`src/shared/isu_map.svh`:
```
// Constants of the integer shift, subtract and store unit.
`ifndef ISU_MAP_SVH
`define ISU_MAP_SVH

// ****************************************************************
// Instruction encodings
// ****************************************************************
`define ISU_OPC_SPECIAL 6'h00
`define ISU_OPC_STORE_W 6'h2b
`define ISU_FN_SHL 6'h00
`define ISU_FN_SHR_VAR 6'h06
`define ISU_FN_SUB 6'h22
`define ISU_FN_SUB_MOD 6'h23
`define ISU_SSNOP_SA 5'h01
`define ISU_ZERO_REG 5'h00

// ****************************************************************
// Data path widths, positions and store lanes
// ****************************************************************
`define ISU_XLEN 64
`define ISU_WORD_W 32
`define ISU_IMM_W 16
`define ISU_SHCNT_W 5
`define ISU_ALIGN_MASK 64'h3
`define ISU_BE_XOR 3'h4
`define ISU_HALF_BIT 2
`define ISU_BE_LO 8'h0f
`define ISU_BE_HI 8'hf0

`endif

```
`src/shared/isu_pkg.sv`:
```
// Types shared by the integer shift, subtract and store unit.
`include "isu_map.svh"

package isu_pkg;

  // ****************************************************************
  // Instruction word and decoded operations
  // ****************************************************************
  typedef struct packed {
    logic [5:0] opcode;
    logic [4:0] src_a_field;
    logic [4:0] src_b_field;
    logic [4:0] dst_field;
    logic [4:0] shamt;
    logic [5:0] funct;
  } isu_instr_t;

  typedef enum logic [2:0] {
    OP_OTHER = 3'h0,
    OP_SHR_VAR = 3'h1,
    OP_SUB = 3'h2,
    OP_SUB_MOD = 3'h3,
    OP_STORE_W = 3'h4,
    OP_SSNOP = 3'h5
  } isu_op_t;

  typedef enum logic [2:0] {
    EXC_NONE = 3'h0,
    EXC_OVERFLOW = 3'h1,
    EXC_ADDR = 3'h2,
    EXC_REFILL = 3'h3,
    EXC_INVALID = 3'h4,
    EXC_MODIFIED = 3'h5,
    EXC_WATCH = 3'h6
  } isu_exc_t;

  // ****************************************************************
  // Carriers
  // ****************************************************************
  typedef struct packed {
    logic valid;
    isu_instr_t instr;
    logic [63:0] opa;
    logic [63:0] opb;
  } isu_slot_t;

  typedef struct packed {
    logic wr_en;
    logic [63:0] data;
    isu_exc_t exc;
    logic st;
    logic [63:0] vaddr;
    logic [63:0] st_data;
    logic [7:0] be;
  } isu_lane_t;

  typedef struct packed {
    logic valid;
    logic wr_en;
    logic [4:0] dst;
    logic [63:0] data;
    isu_exc_t exc;
  } isu_res_t;

  typedef struct packed {
    logic valid;
    logic [63:0] vaddr;
  } isu_xreq_t;

  typedef struct packed {
    logic refill;
    logic invalid;
    logic modified;
    logic watch;
  } isu_xrsp_t;

  typedef struct packed {
    logic wr;
    logic [63:0] vaddr;
    logic [63:0] data;
    logic [7:0] be;
  } isu_mem_t;

  // Maps an instruction word to the operation this unit performs.
  function automatic isu_op_t isu_decode(input isu_instr_t ins);
    isu_op_t op;
    op = OP_OTHER;
    if (ins.opcode == `ISU_OPC_STORE_W)
      op = OP_STORE_W;
    else if (ins.opcode == `ISU_OPC_SPECIAL)
    begin
      case (ins.funct)
        `ISU_FN_SHR_VAR: op = OP_SHR_VAR;
        `ISU_FN_SUB: op = OP_SUB;
        `ISU_FN_SUB_MOD: op = OP_SUB_MOD;
        `ISU_FN_SHL:
        begin
          if (ins.src_a_field == `ISU_ZERO_REG &&
              ins.src_b_field == `ISU_ZERO_REG &&
              ins.dst_field == `ISU_ZERO_REG &&
              ins.shamt == `ISU_SSNOP_SA)
            op = OP_SSNOP;
        end
        default: op = OP_OTHER;
      endcase
    end
    return op;
  endfunction : isu_decode

endpackage : isu_pkg

```
`src/verilog/isu_exec.sv`:
```
// Issue group control and two-stage execute pipeline of the unit.
`timescale 1ns/1ns

module isu_exec #(
  parameter int W = 2
) (
  // Clock and reset.
  input wire logic mclk_in,
  input wire logic srst_in,
  // Mode.
  input wire logic big_endian_mode_in,
  // Instruction group from decode, slot 0 oldest.
  input wire isu_pkg::isu_slot_t [W-1:0] group_in,
  input wire logic group_valid_in,
  output logic group_ready_out,
  // Issue report.
  output logic [W-1:0] issue_mask_out,
  // Register file write back and exceptions.
  output isu_pkg::isu_res_t [W-1:0] res_out,
  // Translation port.
  output isu_pkg::isu_xreq_t [W-1:0] xlat_req_out,
  input wire isu_pkg::isu_xrsp_t [W-1:0] xlat_rsp_in,
  // Memory write port.
  output isu_pkg::isu_mem_t [W-1:0] mem_out
);
  import isu_pkg::*;

  localparam int CW = $clog2(W + 1);

  // ****************************************************************
  // Parameter check
  // ****************************************************************
  if (W < 1 || W > 8)
  begin : g_bad_width
    $error("Issue width must lie between one and eight.");
  end

  // ****************************************************************
  // Group helpers
  // ****************************************************************
  // Length of the leading group that may issue together.
  function automatic logic [CW-1:0] group_len(
    input isu_slot_t [W-1:0] s
  );
    logic [CW-1:0] n;
    logic stop;
    n = '0;
    stop = 1'b0;
    for (int i = 0; i < W; i++)
    begin
      if (!stop && s[i].valid)
      begin
        if (isu_decode(s[i].instr) == OP_SSNOP)
        begin
          if (i == 0)
            n = CW'(1);
          stop = 1'b1;
        end
        else
          n = CW'(i + 1);
      end
      else
        stop = 1'b1;
    end
    return n;
  endfunction : group_len

  // Number of valid slots held.
  function automatic logic [CW-1:0] valid_cnt(
    input isu_slot_t [W-1:0] s
  );
    logic [CW-1:0] n;
    n = '0;
    for (int i = 0; i < W; i++)
    begin
      if (s[i].valid)
        n = n + CW'(1);
    end
    return n;
  endfunction : valid_cnt

  // ****************************************************************
  // Issue control
  // ****************************************************************
  isu_slot_t [W-1:0] hold;
  isu_slot_t [W-1:0] shifted_hold;
  isu_slot_t [W-1:0] next_hold;
  logic [CW-1:0] issue_len;
  logic [W-1:0] issue_en;
  logic load;
  logic next_ready;

  always_comb
  begin
    issue_len = group_len(hold);
    for (int i = 0; i < W; i++)
    begin
      issue_en[i] = (CW'(i) < issue_len);
      shifted_hold[i] = '0;
      if (i + int'(issue_len) < W)
        shifted_hold[i] = hold[i + int'(issue_len)];
    end
    load = group_ready_out && group_valid_in;
    next_hold = load ? group_in : shifted_hold;
    // Ready only when the next held group leaves nothing behind.
    next_ready = (group_len(next_hold) == valid_cnt(next_hold));
  end

  always_ff @(posedge mclk_in)
  begin
    if (srst_in)
    begin
      hold <= '0;
      group_ready_out <= 1'b1;
      issue_mask_out <= '0;
    end
    else
    begin
      hold <= next_hold;
      group_ready_out <= next_ready;
      issue_mask_out <= issue_en;
    end
  end

  // ****************************************************************
  // Execute lanes
  // ****************************************************************
  isu_lane_t e_lane [W];

  for (genvar g = 0; g < W; g++)
  begin : g_lane
    isu_slot_t lane_slot;
    assign lane_slot = issue_en[g] ? hold[g] : '0;
    isu_lane i_isu_lane (
      .slot_in(lane_slot),
      .big_endian_mode_in(big_endian_mode_in),
      .lane_out(e_lane[g])
    );
  end

  // ****************************************************************
  // Translate stage
  // ****************************************************************
  isu_lane_t m_lane [W];
  logic [W-1:0] m_valid;
  logic [4:0] m_dst [W];

  always_ff @(posedge mclk_in)
  begin
    if (srst_in)
    begin
      m_valid <= '0;
      xlat_req_out <= '0;
      for (int i = 0; i < W; i++)
      begin
        m_lane[i] <= '0;
        m_dst[i] <= '0;
      end
    end
    else
    begin
      m_valid <= issue_en;
      for (int i = 0; i < W; i++)
      begin
        m_lane[i] <= e_lane[i];
        m_dst[i] <= hold[i].instr.dst_field;
        xlat_req_out[i].valid <= e_lane[i].st;
        xlat_req_out[i].vaddr <= e_lane[i].vaddr;
      end
    end
  end

  // ****************************************************************
  // Commit stage
  // ****************************************************************
  isu_exc_t c_exc [W];

  always_comb
  begin
    for (int i = 0; i < W; i++)
    begin
      c_exc[i] = m_lane[i].exc;
      if (m_lane[i].st)
      begin
        if (xlat_rsp_in[i].refill)
          c_exc[i] = EXC_REFILL;
        else if (xlat_rsp_in[i].invalid)
          c_exc[i] = EXC_INVALID;
        else if (xlat_rsp_in[i].modified)
          c_exc[i] = EXC_MODIFIED;
        else if (xlat_rsp_in[i].watch)
          c_exc[i] = EXC_WATCH;
      end
    end
  end

  always_ff @(posedge mclk_in)
  begin
    if (srst_in)
    begin
      res_out <= '0;
      mem_out <= '0;
    end
    else
    begin
      for (int i = 0; i < W; i++)
      begin
        res_out[i].valid <= m_valid[i];
        res_out[i].wr_en <= m_valid[i] && m_lane[i].wr_en;
        res_out[i].dst <= m_dst[i];
        res_out[i].data <= m_lane[i].data;
        res_out[i].exc <= m_valid[i] ? c_exc[i] : EXC_NONE;
        mem_out[i].wr <= m_valid[i] && m_lane[i].st &&
                         c_exc[i] == EXC_NONE;
        mem_out[i].vaddr <= m_lane[i].vaddr;
        mem_out[i].data <= m_lane[i].st_data;
        mem_out[i].be <= m_lane[i].be;
      end
    end
  end

  // ****************************************************************
  // Checks on lane 0, except the SSNOP issue checks, which cover every lane
  // ****************************************************************
  localparam int WW = `ISU_WORD_W;
  localparam int XW = `ISU_XLEN;

  isu_op_t chk_op;
  logic [WW-1:0] chk_sh;
  logic [XW-1:0] chk_srl;
  logic [WW:0] chk_diff;
  logic [XW-1:0] chk_sub;
  logic chk_ovf;
  logic [XW-1:0] chk_ea;
  logic chk_late_ssnop;
  logic chk_follow;

  always_comb
  begin
    chk_op = issue_en[0] ? isu_decode(hold[0].instr) : OP_OTHER;
    chk_sh = hold[0].opb[WW-1:0] >> hold[0].opa[`ISU_SHCNT_W-1:0];
    chk_srl = {{(XW-WW){chk_sh[WW-1]}}, chk_sh};
    chk_diff = {hold[0].opa[WW-1], hold[0].opa[WW-1:0]} -
               {hold[0].opb[WW-1], hold[0].opb[WW-1:0]};
    chk_ovf = chk_diff[WW] ^ chk_diff[WW-1];
    chk_sub = {{(XW-WW){chk_diff[WW-1]}}, chk_diff[WW-1:0]};
    chk_ea = hold[0].opa + {{(XW-`ISU_IMM_W){hold[0].instr.dst_field[4]}},
      hold[0].instr.dst_field, hold[0].instr.shamt, hold[0].instr.funct};
    chk_late_ssnop = 1'b0;
    chk_follow = 1'b0;
    for (int i = 1; i < W; i++)
    begin
      if (issue_en[i] && isu_decode(hold[i].instr) == OP_SSNOP)
        chk_late_ssnop = 1'b1;
      if (i == 1 && hold[i].valid)
        chk_follow = 1'b1;
    end
  end
endmodule : isu_exec

```
`src/verilog/isu_lane.sv`:
```
// Combinational execute lane: shift, subtracts and store preparation.
`timescale 1ns/1ns

module isu_lane (
  // Issued operation.
  input wire isu_pkg::isu_slot_t slot_in,
  input wire logic big_endian_mode_in,
  // Outcome before translation.
  output isu_pkg::isu_lane_t lane_out
);
  import isu_pkg::*;

  localparam int XW = `ISU_XLEN;
  localparam int WW = `ISU_WORD_W;
  localparam int IW = `ISU_IMM_W;

  isu_op_t op;
  logic [IW-1:0] imm;
  logic [WW-1:0] shifted;
  logic [WW:0] diff;
  logic [XW-1:0] vaddr;
  logic [2:0] bytesel;

  // ****************************************************************
  // Execute
  // ****************************************************************
  always_comb
  begin
    lane_out = '0;
    op = isu_decode(slot_in.instr);
    imm = {slot_in.instr.dst_field, slot_in.instr.shamt,
           slot_in.instr.funct};
    // Only the low words are used, so non-word operands give any value.
    shifted = slot_in.opb[WW-1:0] >>
              slot_in.opa[`ISU_SHCNT_W-1:0];
    diff = {slot_in.opa[WW-1], slot_in.opa[WW-1:0]} -
           {slot_in.opb[WW-1], slot_in.opb[WW-1:0]};
    vaddr = slot_in.opa + {{(XW-IW){imm[IW-1]}}, imm};
    bytesel = vaddr[2:0] ^
              (big_endian_mode_in ? `ISU_BE_XOR : 3'h0);
    case (op)
      OP_SHR_VAR:
      begin
        lane_out.wr_en = 1'b1;
        lane_out.data = {{(XW-WW){shifted[WW-1]}}, shifted};
      end
      OP_SUB:
      begin
        if (diff[WW] != diff[WW-1])
          lane_out.exc = EXC_OVERFLOW;
        else
        begin
          lane_out.wr_en = 1'b1;
          lane_out.data = {{(XW-WW){diff[WW-1]}}, diff[WW-1:0]};
        end
      end
      OP_SUB_MOD:
      begin
        lane_out.wr_en = 1'b1;
        lane_out.data = {{(XW-WW){diff[WW-1]}}, diff[WW-1:0]};
      end
      OP_STORE_W:
      begin
        lane_out.vaddr = vaddr;
        if ((vaddr & `ISU_ALIGN_MASK) != '0)
          lane_out.exc = EXC_ADDR;
        else
        begin
          lane_out.st = 1'b1;
          if (bytesel[`ISU_HALF_BIT])
          begin
            lane_out.st_data = {slot_in.opb[WW-1:0], {WW{1'b0}}};
            lane_out.be = `ISU_BE_HI;
          end
          else
          begin
            lane_out.st_data = {{WW{1'b0}}, slot_in.opb[WW-1:0]};
            lane_out.be = `ISU_BE_LO;
          end
        end
      end
      default: lane_out.exc = EXC_NONE;
    endcase
  end

endmodule : isu_lane

```
`config.mk`:
```
export PLATFORM = sky130hd
export DESIGN_NAME = isu_exec
export DESIGN_NICKNAME = d
export VERILOG_FILES = /design/src/shared/isu_pkg.sv /design/src/verilog/isu_exec.sv /design/src/verilog/isu_lane.sv
export VERILOG_INCLUDE_DIRS = /design/src /design/src/shared
export SDC_FILE = /design/constraint.sdc
export NUM_CORES = 2
export LEC_CHECK = 0
export ABC_AREA = 1
export BUFFER_PORTS_ARGS = -buffer_cell sky130_fd_sc_hd__buf_2
export CAP_MARGIN = 20
export CORE_MARGIN = 2
export CORE_UTILIZATION = 30
export CTS_CLUSTER_DIAMETER = 30
export DETAILED_ROUTE_END_ITERATION = 10
export HOLD_SLACK_MARGIN = 0.1
export PLACE_DENSITY = 0.6
export SLEW_MARGIN = 5
export SYNTH_ARGS = -nofsm -noshare
export SYNTH_HDL_FRONTEND = slang
export SYNTH_SLANG_ARGS = --single-unit
```
`constraint.sdc`:
```
create_clock -name mclk_in -period 9.9 [get_ports mclk_in]
set_input_delay 0.99 -clock mclk_in [delete_from_list [all_inputs] [get_ports mclk_in]]
set_output_delay 0.99 -clock mclk_in [all_outputs]
set_load 0.01 [all_outputs]
```
==> out/metrics.csv <==
metric,value,unit
fillers,16800,
die_h,403,µm
final_cell_mix,"nand2_1, nor2_1, inv_1",
hold_viol_final,0,
h-tree-depth,4,
crit_slowest_cell,dfxtp_4,
clock-skew-final,0.105,ns
p_leak,28.2,nW
cpPeakStageDelay,0.70,ns
drcViolationCount,0,
wl_per_cell,21.3,µm
period_share,69.0,%
drt_wl_total,209000,µm
synth_largest_area_cell,dfxtp_1,
tightest_slew,1.13,ns
drt-initial-drc-count,4296,
placementRows,146,
final_common_cell,nand2_1,
syn_area_per_cell,6.89,µm²
place_ws,3.20,ns
seqPwrFrac,32.4,%
cts.sinks,949,
via_count,47700,
fmax,146,MHz
syn_inst,6924,
crit_family,simple AND/OR/NAND/NOR gates,
crit_type,flip-flop to flip-flop,
cp_max_fo,46,
portBuffers,824,
antenna_found_initial,37,
yosysTopAreaCellShare,39.8,%
nets,8076,
post-route-util,38.1,%
grt_pass1_wl,296000,µm
setup_viol,0,
tritoncts,done,
fin_ws,3.07,ns
rsz0062_at_grt,no,
netSwitchingFraction,26.7,%
clock_latency,0.89,ns
core,158000,µm²
ant_nets,0,
routabilityCongestion,0.963,
crit_buf_inv,5,
post_cts_buffers,0,
postCtsHoldBufs,0,
start_util,30.2,%
num_io_pins,889,
tns,0,ns
die_x,403,µm
design_area,60300,µm²
grt_pass1_vias,44800,
cts_resized,0,
syn_to_final_growth,26.2,%
report.final.slew_viol_count,0,
status,completed,
ys_top_cells_by_area,"dfxtp_1, nand2_1, nor2_1",
overflow,0,
dp_hpwl,163000,µm
yosysUniqueCellTypes,59,
layout.area.seq,19000,µm²
holdWs,0.350,ns
grt_max_degree,179,
cts_made_buffers,221,
clock_path_buffers,3,
p_per_area,206,nW/µm²
die_area,162000,µm²
ys_seq_elements,949,
multiInputGateArea,22100,µm²
drv_cap,0,
p_sw,3.32,mW
required,10.59,ns
worstSetupEndpointType,flip-flop,
vias_per_cell,4.85,
peakVddDrop,0.177,mV
synth_warnings,0,
syn_area,47700,µm²
grt_util_all_layers,24.7,%
comb_power_share,6.9,%
min_path_type,flip-flop to flip-flop,
cp.arrival,7.51,ns
drive_above_1_share,17.7,%
clk_pin_slew_worst_paths,0.06,ns
synth_edf_count,0,
cts-root-buf,clkbuf_16,
period_needed,6.83,ns
first_pass_iters,6,
synth_top_flop_cell,dfxtp_1,
postPlaceCellArea,52200,µm²
cp-start-kind,flip-flop,
syn-num-nets,7455,
postSynth.asyncResetShare,0,%
p_int,9.11,mW
clock_power_share,60.7,%
crit_path_frequent_cell,nand2_1,
relSlewSlack,24.9,%
synth_seq_area_share,39.8,%
## flip-flops by register name, summed over array words and instances (netlist names)
name and cells:
res_out 84, m_dst 10, hold 258, xlat_req_out 126, m_valid 2, m_lane 206, group_ready_out 1, mem_out 262
## path summary, 6_finish.rpt
check | startpoint | slack (ns) | endpoint | cells after the start
worst max-delay path | hold[160]$_SDFF_PP0_ | 3.07 | m_lane[0][367]$_SDFF_PP0_ | 26
worst min-delay path | m_lane[0][245]$_SDFF_PP0_ | 0.35 | mem_out[178]$_SDFF_PP0_ | 2
worst max register to register | hold[160]$_SDFF_PP0_ | 3.07 | m_lane[0][367]$_SDFF_PP0_ | 26
worst min register to register | m_lane[0][245]$_SDFF_PP0_ | 0.35 | mem_out[178]$_SDFF_PP0_ | 2
## worst register-to-register path, stage by stage, from the launching register on
cell      delay (ns)
dfxtp_4         0.70
nand2_1         0.14
inv_1           0.13
nand3_4         0.56
inv_4           0.68
nand2_1         0.27
inv_1           0.10
ha_1            0.14
inv_1           0.07
fa_1            0.43
nand2_1         0.09
o21ai_0         0.13
a21oi_1         0.33
o21ai_0         0.28
nand3_1         0.15
nand3_1         0.14
nand2_1         0.10
o211ai_1        0.15
nand2_1         0.10
nand3_1         0.08
xor2_1          0.15
ha_1            0.27
nand3_1         0.10
nand2_1         0.43
inv_2           0.52
nand3_1         0.13
a21oi_1         0.29
## routing by layer
| metal | track usage (%) | routed length, µm | part of all wire (%) | vias up |
|---|---|---|---|---|
| li1 | - | - | - | 23200 |
| met1 | 33.2 | 92800 | 44 | 22300 |
| met2 | 37.9 | 92600 | 44 | 1889 |
| met3 | 5.39 | 15700 | 7.5 | 346 |
| met4 | 10.5 | 7770 | 3.7 | 26 |
| met5 | 0 | 185 | 0.088 | - |
## cell usage after synthesis, types with 24 or more instances
master and instances:
inv_1 1058, xor2_1 40, clkbuf_1 183, o21bai_1 27
o21a_1 44, o21ai_0 328, a21o_1 33, nor2_1 1077
nor3_2 30, buf_2 54, a221oi_1 36, o211ai_1 24
buf_4 215, or2_2 30, nor3_1 71, a31oi_1 117
dfxtp_1 949, a21oi_1 509, nand3_1 310, ha_1 193
nand4_1 62, nand2_1 1354
## metrics by stage
stage	instances	power, mW
after floorplan	6924	4.57
after global placement	9392	4.92
after detailed placement	9393	4.93
after CTS	9808	12.5
after global routing	9821	12.8
final	9828	12.4
## final cells by class
cell class	count	share of cell area (%)
diodes	19	0.0789
multi-input cells	4428	36.6
repair buffers	866	7.49
well taps	2072	4.30
inverters	1079	6.75
clock inverters	160	3.45
clock buffers	255	9.77
flip-flops and latches	949	31.5
## logic make-up (layout without fill, tap and decap cells)
family / Yosys count / in the layout / synth area share, %
xor+xnor: 48 / 48 / 0.881
simple gates: 2975 / 2975 / 25.5
fa+ha+maj: 197 / 197 / 5.23
other cells: 0 / 19 / 0
buf+inv: 1547 / 2360 / 14.1
mux: 8 / 8 / 0.168
compound gates: 1200 / 1200 / 14.3
flops: 949 / 949 / 39.8
## power groups by stage
stage / Clock, mW / Sequential (mW) / Combinational (mW)
2_1_floorplan: 0 / 4.05 / 0.525
3_3_place_gp: 0 / 4.09 / 0.828
3_5_place_dp: 0 / 4.10 / 0.830
4_1_cts: 7.65 / 4.02 / 0.836
5_1_grt: 7.85 / 4.03 / 0.937
6_report: 7.54 / 4.03 / 0.854
Power figures use the tool's default switching activity.
